===== config.mk =====
export PLATFORM = sky130hd
export DESIGN_NAME = usart_sync_master_tx
export DESIGN_NICKNAME = d
export VERILOG_FILES = /design/src/hw/usart_sync_master_tx.v
export VERILOG_INCLUDE_DIRS = /design/src /design/src/hw
export SDC_FILE = /design/constraint.sdc
export NUM_CORES = 1
export LEC_CHECK = 0
export BUFFER_PORTS_ARGS = -buffer_cell sky130_fd_sc_hd__buf_2
export CAP_MARGIN = 10
export CORE_UTILIZATION = 51
export CTS_BUF_LIST = sky130_fd_sc_hd__clkbuf_2 sky130_fd_sc_hd__clkbuf_4 sky130_fd_sc_hd__clkbuf_8
export DETAILED_ROUTE_END_ITERATION = 10
export PLACE_DENSITY = 0.75
export SETUP_SLACK_MARGIN = 0.02
export SLEW_MARGIN = 15
export SYNTH_ARGS = -nofsm -noshare
export SYNTH_HDL_FRONTEND = slang
export SYNTH_SLANG_ARGS = --single-unit
export TNS_END_PERCENT = 10

===== constraint.sdc =====
create_clock -name pclk -period 3 [get_ports pclk]
set_input_delay 0.15 -clock pclk [delete_from_list [all_inputs] [get_ports pclk]]
set_output_delay 0.15 -clock pclk [all_outputs]
set_load 0.01 [all_outputs]

===== src/hw/usart_tx_consts.vh =====
// Register indices, field positions, reset values and timing figures of the transmitter.
`ifndef USART_TX_CONSTS_VH
`define USART_TX_CONSTS_VH

// Register indices; the byte address on the bus is four times the index.
`define IDX_INTERRUPT_CONTROL 10'h00b
`define IDX_PERIPHERAL_IRQ_FLAGS 10'h00c
`define IDX_RECEIVE_STATUS_CONTROL 10'h018
`define IDX_TRANSMIT_BUFFER 10'h019
`define IDX_PERIPHERAL_IRQ_ENABLES 10'h08c
`define IDX_TRANSMIT_STATUS_CONTROL 10'h098
`define IDX_BAUD_DIVISOR 10'h099

// Field positions in interrupt_control.
`define BIT_GLOBAL_IRQ_ENABLE 7
`define BIT_PERIPHERAL_IRQ_MASTER_ENABLE 6

// Field positions in peripheral_irq_flags and peripheral_irq_enables.
`define BIT_BUFFER_EMPTY 4

// Field positions in receive_status_control.
`define BIT_PORT_ENABLE 7
`define BIT_NINE_BIT_RECEIVE 6
`define BIT_SINGLE_RECEIVE_ENABLE 5
`define BIT_CONTINUOUS_RECEIVE_ENABLE 4

// Field positions in transmit_status_control.
`define BIT_MASTER_CLOCK_SELECT 7
`define BIT_NINTH_BIT_SELECT 6
`define BIT_TRANSMIT_ENABLE 5
`define BIT_CLOCKED_MODE 4
`define BIT_SHIFT_EMPTY_STATUS 1
`define BIT_NINTH_TRANSMIT_BIT 0

// Reset values.
`define RST_INTERRUPT_CONTROL 8'h00
`define RST_RECEIVE_STATUS_CONTROL 8'h00
`define RST_TRANSMIT_BUFFER 8'h00
`define RST_PERIPHERAL_IRQ_ENABLES 8'h00
`define RST_TRANSMIT_STATUS_CONTROL 8'h02
`define RST_BAUD_DIVISOR 8'h00

// Word lengths in shift clocks.
`define BITS_SHORT_WORD 4'h8
`define BITS_LONG_WORD 4'h9

`endif


===== src/hw/usart_sync_master_tx.v =====
// Synchronous master transmit path of the serial port with its APB register file.
`timescale 1ns/100ps
// Behaviour
// - Shift register reloads only after the last bit of the previous word.
// - Buffer to shift register move takes one cycle, then buffer-empty flag sets.
// - Buffer-empty flag ignores its enable, software cannot clear it, buffer write clears.
// - Transmit interrupt request is gated by the buffer-empty interrupt enable.
// - Read-only shift-empty status bit is high while the shift register is empty.
// - Transmit enable permits sending; nothing goes out before a buffer write.
// - Each bit launches on a rising shift clock, stable around the falling edge.
// - Baud generator held in reset while transmit and both receive enables are clear.
// - Writing the buffer before setting transmit enable also starts a transfer.
// - Write to empty shift register passes straight through; words go back to back.
// - Clearing transmit enable aborts, resets transmitter, releases data and clock.
// - A receive enable aborts sending, frees the data line, clock stays if master.
// - Receive abort keeps transmitter state; only transmit enable clear resets it.
// - Single receive enable clears after one word; data drive then resumes.
// - Nine-bit mode selected by status bit 6; ninth bit comes from bit 0.
// - Ninth bit is captured when the word enters the shift register.
// - Clocked mode and port enable turn the pins into clock and data lines.
// - Shift clock is driven on the clock line when master clock is selected.
// - Half duplex: receiving inhibits transmitting; a receive enable still takes effect while sending.
`include "usart_tx_consts.vh"

module usart_sync_master_tx
(
    input wire pclk,
    input wire presetn,
    input wire psel,
    input wire penable,
    input wire pwrite,
    input wire [11:0] paddr,
    input wire [31:0] pwdata,
    output reg [31:0] prdata,
    output reg pready,
    output reg pslverr,
    output reg irq_to_core,
    output reg shift_clock_line_out,
    output reg shift_clock_line_oe,
    output reg serial_data_line_out,
    output reg serial_data_line_oe
);

    // ****************************************************************
    // Register file
    // ****************************************************************

    reg [7:0] interrupt_control;
    reg [7:0] receive_status_control;
    reg [7:0] transmit_buffer;
    reg [7:0] peripheral_irq_enables;
    reg [7:0] transmit_status_control;
    reg [7:0] baud_divisor;
    reg buffer_empty_flag;
    reg buffer_full;

    // Transmitter state.
    reg [8:0] output_shift_register;
    reg shift_full;
    reg [3:0] bit_count;
    reg [3:0] word_bits;
    reg shift_clock;
    reg [7:0] baud_count;
    reg [3:0] receive_count;

    wire [9:0] reg_index;
    wire bus_write;
    wire bus_read;
    wire transmit_enable;
    wire single_rx;
    wire continuous_rx;
    wire receiving;
    wire baud_run;
    wire baud_tick;
    wire tx_running;
    wire clock_running;
    wire last_fall;
    wire load_shift;
    wire buffer_write;
    wire receive_done;
    wire [3:0] receive_bits;
    wire port_on;
    wire next_shift_clock;
    reg [7:0] read_value;
    reg read_hit;

    // Word address from the byte address; the two low bits select nothing.
    assign reg_index = paddr[11:2];

    // A write takes effect at the edge where the slave shows ready; read data is latched one edge earlier.
    assign bus_write = psel & penable & pready & pwrite;
    assign bus_read = psel & penable & ~pready & ~pwrite;
    assign buffer_write = bus_write & (reg_index == `IDX_TRANSMIT_BUFFER);

    // Mode decode of the control bits.
    assign transmit_enable = transmit_status_control[`BIT_TRANSMIT_ENABLE];
    assign single_rx = receive_status_control[`BIT_SINGLE_RECEIVE_ENABLE];
    assign continuous_rx = receive_status_control[`BIT_CONTINUOUS_RECEIVE_ENABLE];
    assign receiving = single_rx | continuous_rx;
    assign port_on = receive_status_control[`BIT_PORT_ENABLE]
        & transmit_status_control[`BIT_CLOCKED_MODE];

    // ****************************************************************
    // Baud generator
    // ****************************************************************

    // The generator sits in reset with all three enables clear, so a slow
    // rate still gives a full first half period once it is released.
    assign baud_run = transmit_enable | receiving;
    assign baud_tick = baud_run & (baud_count == 8'h00);

    // Each tick marks one half period of the shift clock.
    // The count reloads from the divisor, so a tick comes every divisor plus one cycles.
    always @(posedge pclk or negedge presetn)
    begin
        if (!presetn)
            baud_count <= 8'h00;
        else if (!baud_run)
            baud_count <= baud_divisor;
        else if (baud_count == 8'h00)
            baud_count <= baud_divisor;
        else
            baud_count <= baud_count - 8'h01;
    end

    // ****************************************************************
    // Shift clock and word sequencing
    // ****************************************************************

    // A receive enable freezes the transmitter without clearing it.
    assign tx_running = transmit_enable & shift_full & ~receiving;
    assign clock_running = tx_running | receiving;
    assign last_fall = tx_running & baud_tick & shift_clock & (bit_count == word_bits);

    // Load when the shift register is empty, or straight after the last
    // bit has gone so that words follow with no idle clock between them.
    assign load_shift = transmit_enable & buffer_full
        & (~shift_full | last_fall);

    // Single-word receive length follows the receive nine-bit select.
    assign receive_bits = receive_status_control[`BIT_NINE_BIT_RECEIVE]
        ? `BITS_LONG_WORD : `BITS_SHORT_WORD;

    // The single word is done after its last falling clock edge.
    assign receive_done = single_rx & ~continuous_rx & baud_tick & shift_clock
        & (receive_count == receive_bits - 4'h1);

    // Next value of the internal shift clock. The clock pin register loads it
    // as well, so the pin moves on the same edge as the data pin; a pin that
    // trailed by one cycle would let a fast clock fall while data changes.
    assign next_shift_clock = clock_running & (baud_tick ? ~shift_clock : shift_clock);

    // Shift clock idles low and toggles on each tick while in use.
    always @(posedge pclk or negedge presetn)
    begin
        if (!presetn)
            shift_clock <= 1'b0;
        else if (!clock_running)
            shift_clock <= 1'b0;
        else if (baud_tick)
            shift_clock <= ~shift_clock;
    end

    // Counts received clocks of a single-word receive; continuous has precedence.
    always @(posedge pclk or negedge presetn)
    begin
        if (!presetn)
            receive_count <= 4'h0;
        else if (!single_rx || continuous_rx || receive_done)
            receive_count <= 4'h0;
        else if (baud_tick && shift_clock)
            receive_count <= receive_count + 4'h1;
    end

    // Shift register: bit launch on rising edges, lsb first.
    always @(posedge pclk or negedge presetn)
    begin
        if (!presetn)
        begin
            output_shift_register <= 9'h000;
            shift_full <= 1'b0;
            bit_count <= 4'h0;
            word_bits <= `BITS_SHORT_WORD;
            serial_data_line_out <= 1'b0;
        end
        else if (!transmit_enable)
        begin
            // The data pin keeps its last level; it is released anyway, and a
            // change here could meet the final falling clock edge.
            shift_full <= 1'b0;
            bit_count <= 4'h0;
        end
        else if (load_shift)
        begin
            // The ninth bit is taken as it stands now, not as written later.
            output_shift_register <= {transmit_status_control[`BIT_NINTH_TRANSMIT_BIT],
                transmit_buffer};
            word_bits <= transmit_status_control[`BIT_NINTH_BIT_SELECT]
                ? `BITS_LONG_WORD : `BITS_SHORT_WORD;
            shift_full <= 1'b1;
            bit_count <= 4'h0;
        end
        else if (last_fall)
        begin
            shift_full <= 1'b0;
            bit_count <= 4'h0;
        end
        else if (tx_running && baud_tick && !shift_clock)
        begin
            serial_data_line_out <= output_shift_register[0];
            output_shift_register <= {1'b0, output_shift_register[8:1]};
            bit_count <= bit_count + 4'h1;
        end
    end

    // ****************************************************************
    // Transmit buffer and its flag
    // ****************************************************************

    // The buffer holds one word; a write to a full buffer replaces it.
    always @(posedge pclk or negedge presetn)
    begin
        if (!presetn)
        begin
            transmit_buffer <= `RST_TRANSMIT_BUFFER;
            buffer_full <= 1'b0;
        end
        else if (buffer_write)
        begin
            transmit_buffer <= pwdata[7:0];
            buffer_full <= 1'b1;
        end
        else if (load_shift)
            buffer_full <= 1'b0;
    end

    // The flag mirrors the buffer except after reset, when it reads clear: a write that meets
    // a load leaves a full buffer, so the write decides. Writes to the flag register never touch it.
    always @(posedge pclk or negedge presetn)
    begin
        if (!presetn)
            buffer_empty_flag <= 1'b0;
        else if (buffer_write)
            buffer_empty_flag <= 1'b0;
        else if (load_shift)
            buffer_empty_flag <= 1'b1;
    end

    // ****************************************************************
    // Control registers
    // ****************************************************************

    // Software writes; the single receive enable also clears itself.
    always @(posedge pclk or negedge presetn)
    begin
        if (!presetn)
        begin
            interrupt_control <= `RST_INTERRUPT_CONTROL;
            receive_status_control <= `RST_RECEIVE_STATUS_CONTROL;
            peripheral_irq_enables <= `RST_PERIPHERAL_IRQ_ENABLES;
            transmit_status_control <= `RST_TRANSMIT_STATUS_CONTROL;
            baud_divisor <= `RST_BAUD_DIVISOR;
        end
        else
        begin
            if (bus_write && reg_index == `IDX_INTERRUPT_CONTROL)
                interrupt_control <= pwdata[7:0];
            if (bus_write && reg_index == `IDX_PERIPHERAL_IRQ_ENABLES)
                peripheral_irq_enables <= pwdata[7:0];
            if (bus_write && reg_index == `IDX_BAUD_DIVISOR)
                baud_divisor <= pwdata[7:0];
            // Shift-empty status is read-only; bit 3 is unimplemented.
            if (bus_write && reg_index == `IDX_TRANSMIT_STATUS_CONTROL)
                transmit_status_control <= {pwdata[7:4], 1'b0, pwdata[2], 1'b0,
                    pwdata[0]};
            // A software write in the same cycle as the end of the word wins.
            if (bus_write && reg_index == `IDX_RECEIVE_STATUS_CONTROL)
                receive_status_control <= {pwdata[7:4], 4'h0};
            else if (receive_done)
                receive_status_control[`BIT_SINGLE_RECEIVE_ENABLE] <= 1'b0;
        end
    end

    // ****************************************************************
    // APB slave
    // ****************************************************************

    // Read mux; unmapped indices answer zero with an error.
    always @*
    begin
        read_value = 8'h00;
        read_hit = 1'b1;
        case (reg_index)
            `IDX_INTERRUPT_CONTROL:
                read_value = interrupt_control;
            `IDX_PERIPHERAL_IRQ_FLAGS:
                read_value = {3'h0, buffer_empty_flag, 4'h0};
            `IDX_RECEIVE_STATUS_CONTROL:
                read_value = receive_status_control;
            `IDX_TRANSMIT_BUFFER:
                read_value = transmit_buffer;
            `IDX_PERIPHERAL_IRQ_ENABLES:
                read_value = peripheral_irq_enables;
            `IDX_TRANSMIT_STATUS_CONTROL:
                read_value = {transmit_status_control[7:2], ~shift_full,
                    transmit_status_control[0]};
            `IDX_BAUD_DIVISOR:
                read_value = baud_divisor;
            default:
                read_hit = 1'b0;
        endcase
    end

    // One wait state: ready rises in the second access cycle, with data.
    // Read data stands for the one cycle of ready and then returns to zero.
    always @(posedge pclk or negedge presetn)
    begin
        if (!presetn)
        begin
            pready <= 1'b0;
            pslverr <= 1'b0;
            prdata <= 32'h00000000;
        end
        else
        begin
            pready <= psel & penable & ~pready;
            pslverr <= psel & penable & ~pready & ~read_hit;
            if (bus_read)
                prdata <= {24'h000000, read_value};
            else if (pready)
                prdata <= 32'h00000000;
        end
    end

    // ****************************************************************
    // Pins and interrupt request
    // ****************************************************************

    // Registered pin controls. Data is released while any receive enable
    // is set; the clock stays driven as master while the port is in use.
    always @(posedge pclk or negedge presetn)
    begin
        if (!presetn)
        begin
            shift_clock_line_out <= 1'b0;
            shift_clock_line_oe <= 1'b0;
            serial_data_line_oe <= 1'b0;
            irq_to_core <= 1'b0;
        end
        else
        begin
            // The pin only toggles where it is driven, so a released clock line
            // always shows its idle low level.
            shift_clock_line_out <= next_shift_clock
                & port_on & transmit_status_control[`BIT_MASTER_CLOCK_SELECT];
            shift_clock_line_oe <= port_on
                & transmit_status_control[`BIT_MASTER_CLOCK_SELECT]
                & (transmit_enable | receiving);
            serial_data_line_oe <= port_on & transmit_enable & ~receiving;
            irq_to_core <= buffer_empty_flag
                & peripheral_irq_enables[`BIT_BUFFER_EMPTY]
                & interrupt_control[`BIT_GLOBAL_IRQ_ENABLE]
                & interrupt_control[`BIT_PERIPHERAL_IRQ_MASTER_ENABLE];
        end
    end

endmodule


==> results of run 1 <==
-- power by group --
| group | leakage, nW | internal, W | switching [W] |
|---|---|---|---|
| clock network | 0.120 | 0.000533 | 0.000397 |
| logic | 1.03 | 0.0000247 | 0.0000781 |
| registers | 1.21 | 0.00117 | 0.00000130 |
-- cells in the mapped netlist, drive strengths merged (2+ instances only) --
library cell / instances / area [sq um]
clkbuf: 9 / 33.78
and3: 3 / 18.77
nor4b: 4 / 56.30
mux2: 58 / 671.9
a21oi: 12 / 60.06
nor4: 7 / 50.05
or3b: 3 / 26.28
ha: 5 / 62.56
buf: 27 / 201.4
nand3b: 2 / 15.01
mux2i: 4 / 40.04
xor2: 5 / 43.79
dfrtp: 87 / 2177
nor2b: 6 / 37.54
o21ai: 9 / 45.04
a21boi: 2 / 15.02
inv: 7 / 26.28
a22oi: 11 / 82.58
or3: 4 / 25.02
xnor2: 7 / 61.31
a221oi: 7 / 61.31
nand3: 8 / 40.04
o22ai: 3 / 18.77
nand2: 22 / 85.09
nor3b: 2 / 15.01
o32ai: 2 / 17.52
nor2: 29 / 108.9
nor3: 7 / 62.56
a22o: 2 / 17.52
and4: 3 / 26.28
nand2b: 6 / 37.54
-- flip-flops by register name (all words and copies together) (netlist names), 4 cells and up --
signal,count
baud_count,8
baud_divisor,8
bit_count,4
interrupt_control,8
output_shift_register,9
peripheral_irq_enables,8
prdata,8
receive_count,4
receive_status_control,4
transmit_buffer,8
transmit_status_control,6
-- per-stage QoR --
| step | hold slack (ns) | power [W] | cell area, sq um | instances |
|---|---|---|---|---|
| after floorplan | -0.1456 | 0.001262 | 4436 | 399 |
| after global placement | 0.4151 | 0.001297 | 4587 | 514 |
| after detailed placement | 0.4263 | 0.001300 | 4587 | 514 |
| after CTS | 0.05224 | 0.002222 | 4818 | 530 |
| after global routing | 0.09709 | 0.002278 | 4832 | 531 |
| final | 0.08270 | 0.002207 | 4832 | 531 |
-- cell families after synthesis --
group / share of synthesized area
xor gates and xnor gates: 0.02417
muxes: 0.1637
and+or+nand+nor: 0.1510
adders and majority gates: 0.01438
AOI/OAI and AO/OA: 0.08516
buffers and inverters: 0.06013
DFF: 0.5006
other: 0.0008622
-- metal layers --
metal	share of wire	track usage	up-vias
li1	-	-	1396
met1	0.47	0.3170	1479
met2	0.46	0.3376	113
met3	0.051	0.04831	13
met4	0.014	0.06154	0
met5	0	0	-
-- cells in the final DEF, fill, tap and decap left out, types with 3 or more instances in the layout --
cell type / Yosys / final
or3b_2: 3 / 3
mux2i_1: 4 / 4
or3_1: 4 / 4
nor2_1: 29 / 29
ha_1: 5 / 5
nand3_1: 8 / 8
mux2_4: 5 / 5
a22oi_1: 11 / 11
and4_1: 3 / 3
clkbuf_8: 0 / 11
nor3_1: 4 / 4
xnor2_1: 7 / 7
inv_1: 7 / 7
xor2_1: 5 / 5
a221oi_1: 7 / 7
nor4_1: 6 / 6
nand2b_1: 6 / 6
nor2b_1: 6 / 6
a21oi_1: 12 / 12
o21ai_0: 9 / 9
conb_1: 1 / 24
mux2_2: 53 / 53
buf_2: 2 / 36
o22ai_1: 3 / 3
dfrtp_1: 87 / 87
buf_4: 24 / 9
and3_1: 3 / 3
nand2_1: 21 / 21
-- critical path: stages, from the launching register on --
cell	delay, ns
dfrtp_1	0.41
or4_4	0.57
nor4b_4	0.41
nand2_2	0.30
mux2_4	0.38
mux2_2	0.26
-- cell type report --
| cell class | instances | share of cell area |
|---|---|---|
| repair buffers | 47 | 0.05567 |
| flip-flops and latches | 87 | 0.4505 |
| multi-input cells | 269 | 0.4133 |
| clock buffers | 13 | 0.03444 |
| well taps | 105 | 0.02719 |
| inverters | 7 | 0.005438 |
| clock inverters | 3 | 0.01346 |
-- final timing paths --
check,startpoint,to,slack (ns),depth (start not counted)
worst max-delay path,baud_count[3],output_shift_register[2],0.55,5
worst min-delay path,pwdata[1],baud_divisor[1],0.08,2
worst max register to register,baud_count[3],output_shift_register[2],0.55,5
worst min register to register,prdata[1],prdata[1],0.48,2
max in group asynchronous,presetn,receive_count[2],2.05,2
min in group asynchronous,presetn,baud_divisor[3],0.42,2
==> impl_metrics.json, run 1 <==
{
  "outcome": "complete, no violations",
  "htree_levels": 3,
  "cp_data_arrival_time_ns": 2.68,
  "avgSynthCellArea_sq_um": 11.57,
  "fin_skew_ns": 0.007431,
  "synth_cell_types": 54,
  "fin_util": 0.5881,
  "synth-edff-count": 0,
  "core_sq_um": 8217,
  "area_growth_pct": 11.10,
  "hpwlAfterDp_um": 6615,
  "final_max_slew_viol_count": 0,
  "required_ns": 3.23,
  "critPathKind": "reg2reg",
  "cts_tree": "built",
  "nNetsFinal": 475,
  "fin_tns_setup_ns": 0,
  "antenna_found_initial": 0,
  "critical_path.endpoint_type": "flop",
  "postCtsSetupRepairBufs": 0,
  "first_global_vias": 2848,
  "ys_seq_elements": 87,
  "max-clock-path-buffers": 2,
  "syn_inst": 376,
  "first_pass_iters": 4,
  "post_cts_resized": 0,
  "grt.overflow.total": 0,
  "timing.final.crit_period_ns": 2.452,
  "setup_ws_ns": 0.5481,
  "wl_per_cell_um": 16.99,
  "clk_pin_slew_ns": 0.08,
  "max-vdd-ir-drop_uv": 444.2,
  "critPathMaxFanout": 13,
  "cts_hold_buf": 0,
  "multi_input_area_sq_um": 1997,
  "ios": 88,
  "dr.first_iter.drc_count": 185,
  "maxCapViolCount": 0,
  "ys_seq_area_frac": 0.5006,
  "dr_total_vias": 3001,
  "synth_area_sq_um": 4349,
  "power.leakage_nw": 2.359,
  "wirelength_um": 9022,
  "synthArstFlopShare": 1.000,
  "viasPerCell": 5.652,
  "fmax_mhz": 407.8,
  "final-seq-area_sq_um": 2177,
  "io_buffers": 37,
  "rows": 33,
  "die_w_um": 94.35,
  "grt_max_degree": 88,
  "synth_warnings": 0,
  "dp_slack_ns": 0.5487,
  "track_usage": 0.2208,
  "rsz0062_at_grt": "no",
  "period_share": 0.8173,
  "numCtsBuffers": 9,
  "hold_violations": 0,
  "finalSetupViolCount": 0,
  "drtAntennaViolNets": 0,
  "relSlewSlack": 0.2907,
  "cts-root-buf": "clkbuf_8",
  "drive_gt1_frac": 0.3122,
  "num_antenna_cells": 0,
  "startpoint_type": "flop",
  "clkSinkCount": 87,
  "gp_congestion": 0.9068,
  "clock_latency_ns": 0.35,
  "start_util": 0.5293,
  "fillers": 675,
  "worst_pin_slew_ns": 1.060,
  "die_area_sq_um": 8901,
  "drcViolationCount": 0,
  "chipHeight_um": 94.35,
  "synth_ff_type": "dfrtp_1",
  "grt_pass1_wl_um": 14740,
  "hold_path.class": "in2reg",
  "powerDensity_nw_per_um2": 456.7
}
Note: power is estimated with default switching activity, not from simulation.
==> run 2, diff against run 1 <==
clock period = 2.54 ns   (was 3 ns; I/O delays follow)
==> impl_metrics.json, run 2 (same netlist as run 1, synthesis figures left out) <==
{
  "outcome": "complete, no violations",
  "place_area_sq_um": 4609,
  "cts-root-buf": "clkbuf_8",
  "area_growth_pct": 11.59,
  "fin_skew_ns": 0.01314,
  "crit_family": "simple AND/OR/NAND/NOR gates",
  "numPlacedInstances": 517,
  "fmax_mhz": 413.0,
  "antenna_found_initial": 0,
  "wl_per_cell_um": 17.37,
  "required_ns": 2.78,
  "grt.overflow.total": 0,
  "grt_pass1_wl_um": 15280,
  "first_global_vias": 2969,
  "fin_tns_setup_ns": 0,
  "die_w_um": 94.35,
  "clkSinkCount": 87,
  "num_antenna_cells": 0,
  "core_sq_um": 8217,
  "layout_common_cells": "87 x dfrtp_1, 53 x mux2_2, 36 x buf_2",
  "dp_slack_ns": 0.08251,
  "ios": 88,
  "start_util": 0.5293,
  "io_buffers": 37,
  "finalSetupViolCount": 0,
  "startpoint_type": "flop",
  "cp_data_arrival_time_ns": 2.66,
  "setup_ws_ns": 0.1188,
  "dr_total_vias": 3007,
  "maxCapViolCount": 0,
  "worst_hold_slack_ns": 0.05317,
  "first_pass_iters": 4,
  "drive_gt1_frac": 0.3264,
  "htree_levels": 3,
  "critPathKind": "reg2reg",
  "cp.buffers_inverters": 1,
  "drtAntennaViolNets": 0,
  "max_stage_delay_ns": 0.56,
  "drcViolationCount": 0,
  "track_usage": 0.2316,
  "final_max_slew_viol_count": 0,
  "max-vdd-ir-drop_uv": 350.6,
  "wirelength_um": 9378,
  "chipHeight_um": 94.35,
  "die_area_sq_um": 8901,
  "worst_pin_slew_ns": 0.9935,
  "stdcell_area_sq_um": 4853,
  "nNetsFinal": 484,
  "cp_cell_sequence": "or4_4 -> nor4b_4 -> a21boi_1 -> nor2_1 -> buf_4 -> mux2_2",
  "dr.first_iter.drc_count": 118,
  "hpwlAfterDp_um": 6857,
  "grt_max_degree": 52,
  "critical_path.endpoint_type": "flop",
  "critPathMaxFanout": 10,
  "top_register": "output_shift_register",
  "timing.final.crit_period_ns": 2.421,
  "numCtsBuffers": 9,
  "powerDensity_nw_per_um2": 499.6,
  "clock_latency_ns": 0.36,
  "viasPerCell": 5.569,
  "hold_path.class": "in2reg",
  "rsz0062_at_grt": "no",
  "max-clock-path-buffers": 2,
  "power.leakage_nw": 2.374,
  "clk_pin_slew_ns": 0.08,
  "gp_congestion": 0.8578,
  "rows": 33,
  "critPathSlowestCell": "or4_4",
  "cts_tree": "built",
  "period_share": 0.9532,
  "final_common_cell": "dfrtp_1",
  "hold_violations": 0,
  "relSlewSlack": 0.3352,
  "stdcell_count": 540,
  "largest_reg_flops": 9,
  "fillers": 700
}
==> run 2: cell count changes in the layout (fill, tap and decap cells not counted), sizes merged <==
cell | before | now
buf | 46 | 55
bufinv | 2 | 0
clkinv | 1 | 2
clkinvlp | 0 | 1
==> run 2: worst reg2reg max path, cell delays in order, from the launching register on <==
cell and delay [ns]:
dfrtp_1 0.43, or4_4 0.56, nor4b_4 0.39, a21boi_1 0.15, nor2_1 0.20, buf_4 0.23
mux2_2 0.36
==> run 2: report_power, final <==
part / total [W] / switching (W) / internal [W] / leakage (nW)
Sequential: 0.00139 / 0.00000166 / 0.00139 / 1.21
Clock: 0.000912 / 0.000484 / 0.000428 / 0.0963
Combinational: 0.000125 / 0.0000933 / 0.0000316 / 1.07
==> run 2: area by class of cell <==
| cell class | instances | area, sq um | share of cell area |
|---|---|---|---|
| Clock buffer | 13 | 166.4 | 0.03429 |
| Clock inverter | 3 | 17.52 | 0.003609 |
| Inverter | 7 | 26.28 | 0.005414 |
| Multi-Input combinational cell | 269 | 2002 | 0.4125 |
| Sequential cell | 87 | 2177 | 0.4486 |
| Tap cell | 105 | 131.4 | 0.02707 |
| Timing Repair Buffer | 56 | 332.8 | 0.06857 |
==> run 2: worst paths after layout <==
path,startpoint,endpoint,slack [ns],cells after the start
hold / removal,pwdata[1],transmit_buffer[1],0.05,2
hold reg to reg,prdata[2],prdata[2],0.48,2
max in group asynchronous,presetn,baud_count[0],1.48,3
setup / recovery,baud_count[2],output_shift_register[2],0.12,6
setup reg to reg,baud_count[2],output_shift_register[2],0.12,6
min in group asynchronous,presetn,baud_divisor[2],0.34,2
==> run 2: routing by layer <==
metal | routed length (um) | share of wire | GRT usage
met1 | 4359 | 0.46 | 0.3166
met2 | 4266 | 0.45 | 0.3623
met3 | 563 | 0.060 | 0.04992
met4 | 189 | 0.020 | 0.08718
met5 | 0 | 0 | 0
==> run 2: timing repair <==
item                                    4_1_cts  5_1_grt
gates resized for setup                       0        1
endpoints found under the setup margin        0        2
buffers inserted                              0        6
hold buffers                                  1        0
hold endpoints to repair                     49        0
==> run 2: stage by stage <==
step	utilization	power, W
4_1_cts	0.5846	0.002441
6_report	0.5907	0.002425
3_3_place_gp	0.5610	0.001536
2_1_floorplan	-	0.001490
5_1_grt	0.5907	0.002506
3_5_place_dp	0.5610	0.001539
